<file path="src/core/pfbo_pkg.sv">
package pfbo_pkg;

  // Register byte offsets on the bus
  localparam logic [7:0] OFS_FAULT_B_CONTROL  = 8'h00;
  localparam logic [7:0] OFS_OVERRIDE_CONTROL = 8'h04;
  localparam logic [7:0] OFS_DUTY_ONE         = 8'h08;
  localparam logic [7:0] OFS_DUTY_TWO         = 8'h0c;
  localparam logic [7:0] OFS_DUTY_THREE       = 8'h10;
  localparam logic [7:0] OFS_FAULT_STATUS     = 8'h14;
  localparam logic [7:0] OFS_UPDATE_CONTROL   = 8'h18;

  // Implemented bits and reset values
  localparam logic [15:0] FAULT_B_MASK    = 16'h3f87;
  localparam logic [15:0] FAULT_B_RESET   = 16'h0007;
  localparam logic [15:0] OVERRIDE_MASK   = 16'h3f3f;
  localparam logic [15:0] OVERRIDE_RESET  = 16'h3f00;
  localparam logic [15:0] DUTY_RESET      = 16'h0000;
  localparam logic [15:0] UPDATE_MASK     = 16'h0006;
  localparam logic [15:0] UPDATE_RESET    = 16'h0000;

  // Field positions
  localparam int FAULT_LEVEL_LSB   = 8;
  localparam int FAULT_MODE_BIT    = 7;
  localparam int GEN_SELECT_LSB    = 8;
  localparam int MANUAL_LEVEL_LSB  = 0;
  localparam int OVERRIDE_SYNC_BIT = 1;
  localparam int IMMEDIATE_BIT     = 2;
  localparam int STATUS_ACTIVE_BIT = 0;
  localparam int STATUS_RAW_BIT    = 1;
  localparam int NUM_PAIRS         = 3;

  // Bus encodings
  localparam logic [2:0] HSIZE_WORD = 3'h2;
  localparam logic [1:0] HTRANS_NONSEQ = 2'h2;
  localparam logic       HRESP_OKAY = 1'h0;

  // Fault state encoding
  typedef enum logic [1:0] {FAULT_IDLE, FAULT_LATCHED, FAULT_CYCLE} pfbo_fault_type;

endpackage : pfbo_pkg

</file>
<file path="src/core/pfbo_fault_if.sv">
`timescale 1ns/10ps
`default_nettype none
interface pfbo_fault_if;
  logic ce;            // Clock enable
  logic cycleMode;     // Cycle-by-cycle when high
  logic clearLatch;    // Software clear of latched fault
  logic timeBaseSync;  // PWM period boundary pulse
  logic faultActive;   // Override in force
  logic faultRaw;      // Filtered fault pin, active high

  modport ctrl (input ce, cycleMode, clearLatch, timeBaseSync, output faultActive, faultRaw);
  modport core (output ce, cycleMode, clearLatch, timeBaseSync, input faultActive, faultRaw);
endinterface : pfbo_fault_if
`default_nettype wire

</file>
<file path="src/core/pfbo_fault_ctrl.sv">
`timescale 1ns/10ps
`default_nettype none
module pfbo_fault_ctrl (
  input  wire logic     clk,         // System clock
  input  wire logic     rst,         // Async reset, active high
  input  wire logic     faultPin_n,  // Fault B pin, active low
  pfbo_fault_if.ctrl    fif          // Fault control link
);

  logic           syncOne;
  logic           syncTwo;
  logic           syncThree;
  logic           pinFiltered_n;
  pfbo_pkg::pfbo_fault_type state;

  // Three-stage pin synchroniser
  always_ff @(posedge clk or posedge rst) begin
    if (rst) begin
      syncOne   <= 1'h1;
      syncTwo   <= 1'h1;
      syncThree <= 1'h1;
    end else if (fif.ce) begin
      syncOne   <= faultPin_n;
      syncTwo   <= syncOne;
      syncThree <= syncTwo;
    end
  end

  // Accept a change once stages two and three agree
  always_ff @(posedge clk or posedge rst) begin
    if (rst) begin
      pinFiltered_n <= 1'h1;
    end else if (fif.ce && (syncTwo == syncThree)) begin
      pinFiltered_n <= syncTwo;
    end
  end

  assign fif.faultRaw    = ~pinFiltered_n;
  assign fif.faultActive = (state != pfbo_pkg::FAULT_IDLE);

  // Fault state: a present fault always wins over a release
  always_ff @(posedge clk or posedge rst) begin
    if (rst) begin
      state <= pfbo_pkg::FAULT_IDLE;
    end else if (fif.ce) begin
      case (state)
        pfbo_pkg::FAULT_IDLE: begin
          if (fif.faultRaw) begin
            state <= fif.cycleMode ? pfbo_pkg::FAULT_CYCLE : pfbo_pkg::FAULT_LATCHED;
          end
        end
        pfbo_pkg::FAULT_LATCHED: begin
          if (fif.clearLatch && !fif.faultRaw) begin
            state <= pfbo_pkg::FAULT_IDLE;
          end
        end
        pfbo_pkg::FAULT_CYCLE: begin
          if (fif.timeBaseSync && !fif.faultRaw) begin
            state <= pfbo_pkg::FAULT_IDLE;
          end
        end
        default: begin
          state <= pfbo_pkg::FAULT_IDLE;
        end
      endcase
    end
  end

endmodule : pfbo_fault_ctrl
`default_nettype wire

</file>
<file path="src/core/pfbo_top.sv">
// Design decisions made here: the placing of the registers and register access over AHB-Lite.
`timescale 1ns/10ps
`default_nettype none
module pfbo_top #(
  parameter int DUTY_WIDTH = 16   // Duty value width
) (
  input  wire logic                  clk,              // System clock
  input  wire logic                  rst,              // Async reset, active high
  input  wire logic                  ce,               // Clock enable, freezes state
  input  wire logic                  hsel,             // AHB slave select
  input  wire logic [31:0]           haddr,            // AHB address
  input  wire logic [1:0]            htrans,           // AHB transfer type
  input  wire logic                  hwrite,           // AHB write
  input  wire logic [2:0]            hsize,            // AHB size
  input  wire logic [31:0]           hwdata,           // AHB write data
  input  wire logic                  hready,           // AHB bus ready
  output logic                       hreadyout,        // AHB slave ready
  output logic [31:0]                hrdata,           // AHB read data
  output logic                       hresp,            // AHB response
  input  wire logic                  writeLockConfig,  // Lock configuration bit
  input  wire logic                  writeUnlocked,    // Unlock sequence accepted
  input  wire logic                  faultBPin_n,      // Fault B pin, active low
  input  wire logic                  timeBaseSync,     // PWM period boundary pulse
  input  wire logic [2:0]            genHigh,          // Generator high-side levels
  input  wire logic [2:0]            genLow,           // Generator low-side levels
  output logic [2:0]                 highSideOutput,   // High-side pins
  output logic [2:0]                 lowSideOutput,    // Low-side pins
  output logic [DUTY_WIDTH-1:0]      dutyActiveOne,    // Active duty one
  output logic [DUTY_WIDTH-1:0]      dutyActiveTwo,    // Active duty two
  output logic [DUTY_WIDTH-1:0]      dutyActiveThree,  // Active duty three
  output logic                       faultBActive      // Fault override in force
);

  logic [15:0]           faultCtl;
  logic [15:0]           overrideCtl;
  logic [15:0]           overrideActive;
  logic [15:0]           updateCtl;
  logic [DUTY_WIDTH-1:0] dutyOne;
  logic [DUTY_WIDTH-1:0] dutyTwo;
  logic [DUTY_WIDTH-1:0] dutyThree;
  logic                  wrPending;
  logic [7:0]            wrAddr;
  logic                  addrPhase;
  logic                  faultWriteOk;
  logic                  clearLatch;
  logic [2:0]            next_high;
  logic [2:0]            next_low;

  pfbo_fault_if fif ();

  // Write offset match for the data phase
  function automatic logic wrHit(input logic pend, input logic [7:0] a, input logic [7:0] ofs);
    return pend && (a == ofs);
  endfunction : wrHit

  // Pin source: fault level, generator or manual level
  function automatic logic pinLevel(input logic faultOn, input logic faultLevel,
                                    input logic genSel, input logic genVal,
                                    input logic manVal);
    return faultOn ? faultLevel : (genSel ? genVal : manVal);
  endfunction : pinLevel

  // Read mux of all registers
  function automatic logic [15:0] readMux(input logic [7:0] a);
    logic [15:0] r;
    r = 16'h0000;
    case (a)
      pfbo_pkg::OFS_FAULT_B_CONTROL:  r = faultCtl & pfbo_pkg::FAULT_B_MASK;
      pfbo_pkg::OFS_OVERRIDE_CONTROL: r = overrideCtl & pfbo_pkg::OVERRIDE_MASK;
      pfbo_pkg::OFS_DUTY_ONE:         r = 16'(dutyOne);
      pfbo_pkg::OFS_DUTY_TWO:         r = 16'(dutyTwo);
      pfbo_pkg::OFS_DUTY_THREE:       r = 16'(dutyThree);
      pfbo_pkg::OFS_FAULT_STATUS: begin
        r[pfbo_pkg::STATUS_ACTIVE_BIT] = fif.faultActive;
        r[pfbo_pkg::STATUS_RAW_BIT]    = fif.faultRaw;
      end
      pfbo_pkg::OFS_UPDATE_CONTROL:   r = updateCtl & pfbo_pkg::UPDATE_MASK;
      default:                        r = 16'h0000;
    endcase
    return r;
  endfunction : readMux

  // Fault handling only sees the dedicated pin
  assign fif.ce           = ce;
  assign fif.cycleMode    = faultCtl[pfbo_pkg::FAULT_MODE_BIT];
  assign fif.clearLatch   = clearLatch;
  assign fif.timeBaseSync = timeBaseSync;

  pfbo_fault_ctrl i_pfbo_fault_ctrl (
    .clk        (clk),
    .rst        (rst),
    .faultPin_n (faultBPin_n),
    .fif        (fif)
  );

  // Address phase of a whole-word transfer
  assign addrPhase = hsel && (htrans == pfbo_pkg::HTRANS_NONSEQ) && hready && ce
                     && (hsize == pfbo_pkg::HSIZE_WORD);
  assign faultWriteOk = !writeLockConfig || writeUnlocked;

  // Bus slave: zero wait states, always OKAY
  always_ff @(posedge clk or posedge rst) begin
    if (rst) begin
      hreadyout <= 1'h1;
      hresp     <= pfbo_pkg::HRESP_OKAY;
      hrdata    <= 32'h00000000;
      wrPending <= 1'h0;
      wrAddr    <= 8'h00;
    end else if (ce) begin
      hreadyout <= 1'h1;
      hresp     <= pfbo_pkg::HRESP_OKAY;
      wrPending <= addrPhase && hwrite;
      wrAddr    <= haddr[7:0];
      if (addrPhase && !hwrite) begin
        hrdata <= {16'h0000, readMux(haddr[7:0])};
      end
    end
  end

  // Fault B control register
  always_ff @(posedge clk or posedge rst) begin
    if (rst) begin
      faultCtl <= pfbo_pkg::FAULT_B_RESET;
    end else if (ce && faultWriteOk && wrHit(wrPending, wrAddr, pfbo_pkg::OFS_FAULT_B_CONTROL)) begin
      faultCtl <= hwdata[15:0] & pfbo_pkg::FAULT_B_MASK;
    end
  end

  // Override control register
  always_ff @(posedge clk or posedge rst) begin
    if (rst) begin
      overrideCtl <= pfbo_pkg::OVERRIDE_RESET;
    end else if (ce && wrHit(wrPending, wrAddr, pfbo_pkg::OFS_OVERRIDE_CONTROL)) begin
      overrideCtl <= hwdata[15:0] & pfbo_pkg::OVERRIDE_MASK;
    end
  end

  // Update control register
  always_ff @(posedge clk or posedge rst) begin
    if (rst) begin
      updateCtl <= pfbo_pkg::UPDATE_RESET;
    end else if (ce && wrHit(wrPending, wrAddr, pfbo_pkg::OFS_UPDATE_CONTROL)) begin
      updateCtl <= hwdata[15:0] & pfbo_pkg::UPDATE_MASK;
    end
  end

  // Duty value registers
  always_ff @(posedge clk or posedge rst) begin
    if (rst) begin
      dutyOne   <= DUTY_WIDTH'(pfbo_pkg::DUTY_RESET);
      dutyTwo   <= DUTY_WIDTH'(pfbo_pkg::DUTY_RESET);
      dutyThree <= DUTY_WIDTH'(pfbo_pkg::DUTY_RESET);
    end else if (ce) begin
      if (wrHit(wrPending, wrAddr, pfbo_pkg::OFS_DUTY_ONE)) begin
        dutyOne <= hwdata[DUTY_WIDTH-1:0];
      end
      if (wrHit(wrPending, wrAddr, pfbo_pkg::OFS_DUTY_TWO)) begin
        dutyTwo <= hwdata[DUTY_WIDTH-1:0];
      end
      if (wrHit(wrPending, wrAddr, pfbo_pkg::OFS_DUTY_THREE)) begin
        dutyThree <= hwdata[DUTY_WIDTH-1:0];
      end
    end
  end

  // Latched-fault clear pulse from a status write
  always_ff @(posedge clk or posedge rst) begin
    if (rst) begin
      clearLatch <= 1'h0;
    end else if (ce) begin
      clearLatch <= wrHit(wrPending, wrAddr, pfbo_pkg::OFS_FAULT_STATUS)
                    && hwdata[pfbo_pkg::STATUS_ACTIVE_BIT];
    end
  end

  // Active override copy, immediate or on the time base
  always_ff @(posedge clk or posedge rst) begin
    if (rst) begin
      overrideActive <= pfbo_pkg::OVERRIDE_RESET;
    end else if (ce && (!updateCtl[pfbo_pkg::OVERRIDE_SYNC_BIT] || timeBaseSync)) begin
      overrideActive <= overrideCtl;
    end
  end

  // Active duty values, immediate or on the time base
  always_ff @(posedge clk or posedge rst) begin
    if (rst) begin
      dutyActiveOne   <= DUTY_WIDTH'(pfbo_pkg::DUTY_RESET);
      dutyActiveTwo   <= DUTY_WIDTH'(pfbo_pkg::DUTY_RESET);
      dutyActiveThree <= DUTY_WIDTH'(pfbo_pkg::DUTY_RESET);
    end else if (ce && (updateCtl[pfbo_pkg::IMMEDIATE_BIT] || timeBaseSync)) begin
      dutyActiveOne   <= dutyOne;
      dutyActiveTwo   <= dutyTwo;
      dutyActiveThree <= dutyThree;
    end
  end

  // Per-pin source selection
  always_comb begin
    next_high = 3'h0;
    next_low  = 3'h0;
    for (int i = 0; i < pfbo_pkg::NUM_PAIRS; i++) begin
      next_high[i] = pinLevel(fif.faultActive && faultCtl[i],
                              faultCtl[pfbo_pkg::FAULT_LEVEL_LSB + 2*i + 1],
                              overrideActive[pfbo_pkg::GEN_SELECT_LSB + 2*i + 1],
                              genHigh[i],
                              overrideActive[pfbo_pkg::MANUAL_LEVEL_LSB + 2*i + 1]);
      next_low[i]  = pinLevel(fif.faultActive && faultCtl[i],
                              faultCtl[pfbo_pkg::FAULT_LEVEL_LSB + 2*i],
                              overrideActive[pfbo_pkg::GEN_SELECT_LSB + 2*i],
                              genLow[i],
                              overrideActive[pfbo_pkg::MANUAL_LEVEL_LSB + 2*i]);
    end
  end

  // Registered pin outputs
  always_ff @(posedge clk or posedge rst) begin
    if (rst) begin
      highSideOutput <= 3'h0;
      lowSideOutput  <= 3'h0;
      faultBActive   <= 1'h0;
    end else if (ce) begin
      highSideOutput <= next_high;
      lowSideOutput  <= next_low;
      faultBActive   <= fif.faultActive;
    end
  end
endmodule : pfbo_top
`default_nettype wire

</file>
<file path="config.mk">
export PLATFORM = sky130hd
export DESIGN_NAME = pfbo_top
export DESIGN_NICKNAME = d
export VERILOG_FILES = /design/src/core/pfbo_pkg.sv /design/src/core/pfbo_fault_if.sv /design/src/core/pfbo_fault_ctrl.sv /design/src/core/pfbo_top.sv
export SDC_FILE = /design/constraint.sdc
export NUM_CORES = 1
export LEC_CHECK = 0
export ABC_AREA = 0
export BUFFER_PORTS_ARGS = -buffer_cell sky130_fd_sc_hd__buf_2
export CORE_UTILIZATION = 45
export DETAILED_ROUTE_END_ITERATION = 7
export PLACE_DENSITY = 0.69
export SYNTH_ARGS = -nofsm -noshare
export SYNTH_HDL_FRONTEND = slang
export SYNTH_SLANG_ARGS = --single-unit
</file>
<file path="constraint.sdc">
create_clock -name clk -period 8.6 [get_ports clk]
set_clock_uncertainty 0.2 [all_clocks]
set_input_delay 2.15 -clock clk [delete_from_list [all_inputs] [get_ports clk]]
set_output_delay 2.15 -clock clk [all_outputs]
set_load 0.005 [all_outputs]
</file>
==> metrics.md <==
| Metric | Value |
|---|---|
| Outcome | completed |
| Final period util | 0.494 |
| Post-synth EDFFs | 0 |
| DR vias | roughly 4600 |
| Total overflow reported by the global router | 0 |
| Commonest non-fill, non-tap cells in the layout | 152 x dfrtp_1, 135 x mux2_2, 115 x buf_2 |
| R2R cell count | 5 |
| Syn Area/Cell | 13.7 um^2 |
| Crit Path Category | input port to flip-flop |
| WP data required | 8.74 ns |
| Synthesized area | 0.00745 mm^2 |
| Drt via density | around 5.3 |
| Port Buffer Count | 115 |
| Number of global-route vias before repair | around 4900 |
| Core Box Area | about 0.016 mm^2 |
| Fraction of layout cells with a size suffix above 1 | 0.501 |
| # fillers | 1356 |
| Final Critical Period | approximately 4.3 ns |
| FF-to-FF setup slack | 6.27 ns |
| Peak supply drop | 0.000155 V |
| Post-Route WL | 16.9 mm |
| Clock Latency Late Sink | 0.43 ns |
| Crit Path Max Fanout | 35 |
| Max-Cap Viols | 0 |
| Least-Margin Pin Slew | between 0.9 and 1 ns |
| PD cells | 204 mW/mm^2 |
| DRC | 0 |
| Endpoints failing setup | 0 |
| Clock transition at path regs | 0.06 ns |
| Reg2reg end | dutyTwo[15] |
| Final hold slack | ~0.28 ns |
| Synth warn | 0 |
| Worst setup startpoint | ce |
| Final GP Congestion | between 0.7 and 0.8 |
| Commonest non-fill, non-tap cell in the layout | dfrtp_1 |
| Critical path endpoint category | flip-flop |
| CP Launch Type | input port |
| Clock buffer depth | 2 |
| Die X | 131 um |
| Setup TNS | 0 ns |
| Chip height | between 100 and 150 um |
| Sequential area share after synthesis | 0.577 |
| Initial antenna violation count | 0 |
| CP arrival | 4.39 ns |
| Distinct cells, synth | 46 |
| HPWL Detailed | 11.3 mm |
| Post_cts resized | 0 |
| HP Class | flip-flop to flip-flop |
| Post-CTS Setup Bufs | 0 |
| CTS tree | built |
| Drt pass-1 iters | 4 |
| Routed len/inst | ~19 um |
| Cells after Synth | between 500 and 600 |
| # clock sinks | 171 |
| Diodes inserted | 0 |
| Crit path capture | hrdata[13] |
| CTS buffer count | 17 |
| Final hold vios | 0 |
| Cell Rows | 46 |
| Max-slew violation count | 0 |
| Initial drt markers | 187 |
| First-pass GRT wire length | about 27 mm |
| Pre-CTS setup slack | about 3.9 ns |
| Largest net degree at the start of global routing | 99 |
| Initial Util | 0.466 |
| RSZ-0062 raised after global routing | false |
| All-Layer GR Usage | 0.216 |
| Root Driver | clkbuf_16 |
| Final-stage net count | 739 |
| Final core occ | 0.550 |
| Synth Register Bits | between 150 and 200 |
| I/O pins | 174 |
| Setup WS post-layout | 4.35 ns |
| Post-CTS Hold Fix Bufs | 0 |
| Primary FF master, synth | dfrtp_1 |
| Die area | 0.0171 mm^2 |
| RR Startpoint | wrAddr[5] |
| Detail Route Antenna Nets | 0 |
| H-tree levels | 4 |
| LEAKAGE | 4.44 nW |
| Area Overhead vs Synth | 18.0% |
| Slew HR | 0.394 |
| Async S/R FF share, synth | 1.00 |
| Fmax | 0.235 GHz |
[critical path, stage by stage]
cell and delay, ns:
buf_2 0.54, nand4b_1 0.23, or3_1 0.70, nor2_2 0.26, nand2_1 0.26, o21ai_0 0.25
[sequential cells by signal, indices dropped and copies added (netlist names), 3 cells and up]
register and flops:
faultCtl 10, dutyActiveThree 16, highSideOutput 3, wrAddr 8
overrideActive 12, dutyActiveOne 16, dutyThree 16, hrdata 16
dutyOne 16, overrideCtl 12, dutyTwo 16, dutyActiveTwo 16
lowSideOutput 3
[worst min path at each step]
stage,start,to,depth (start not counted)
global route,hrdata[10],hrdata[10],2
global placement,hrdata[8],hrdata[8],2
detailed placement,hrdata[10],hrdata[10],2
CTS,hrdata[10],hrdata[10],2
finish,hrdata[10],hrdata[10],2
floorplan,hrdata[0],hrdata[0],2
[cells in the mapped netlist (7+ instances only)]
master,instances,area [um^2]
dfrtp_1,152,3800
mux2_2,135,1520
nor2b_1,9,56.3
mux4_2,7,158
a21oi_1,9,45.0
buf_4,19,143
o21ai_0,20,100
nand2_1,35,131
dfstp_2,19,499
clkbuf_1,9,33.8
nor2_1,12,45.0
mux2_4,10,150
a31oi_1,7,43.8
buf_2,12,60.1
a22oi_1,9,67.6
mux2i_1,10,100
inv_1,11,41.3
[power by group]
group | total (mW) | switching (mW) | internal (mW)
registers | 0.840 | 0.0162 | 0.824
clock network | 0.855 | 0.322 | 0.533
logic | 0.102 | 0.0634 | 0.0383
total | 1.80 | 0.401 | 1.40
[area by class of cell]
cell class	count	area, um^2	share of cell area
Inverter	11	46.3	0.00526
Multi-Input combinational cell	335	2920	0.331
Timing Repair Buffer	118	598	0.0680
Tap cell	216	270	0.0307
Clock inverter	13	213	0.0242
Clock buffer	19	453	0.0515
Sequential cell	171	4300	0.489
[per-stage QoR]
stage,area (um^2),total power [mW],instances
6_report,8800,1.80,883
5_1_grt,8800,1.86,883
4_1_cts,8800,1.81,883
3_5_place_dp,8130,0.958,851
3_3_place_gp,8130,0.953,851
2_1_floorplan,7510,0.923,561
[per-layer routing]
metal | global-route usage | share of wire
met1 | 0.276 | 0.42
met2 | 0.346 | 0.49
met5 | 0 | 0
met4 | 0.0865 | 0.019
met3 | 0.0603 | 0.072
[cells by family after synthesis]
| kind of cell | count (synthesis) | share of synthesized area |
|---|---|---|
| buffers and inverters | 55 | 0.0413 |
| AO/OA/AOI/OAI | 68 | 0.0576 |
| multiplexers | 162 | 0.259 |
| flip-flops | 171 | 0.577 |
| other | 2 | 0.00101 |
| AND/OR/NAND/NOR | 87 | 0.0643 |
No activity file was read; power rests on OpenSTA's default activity.
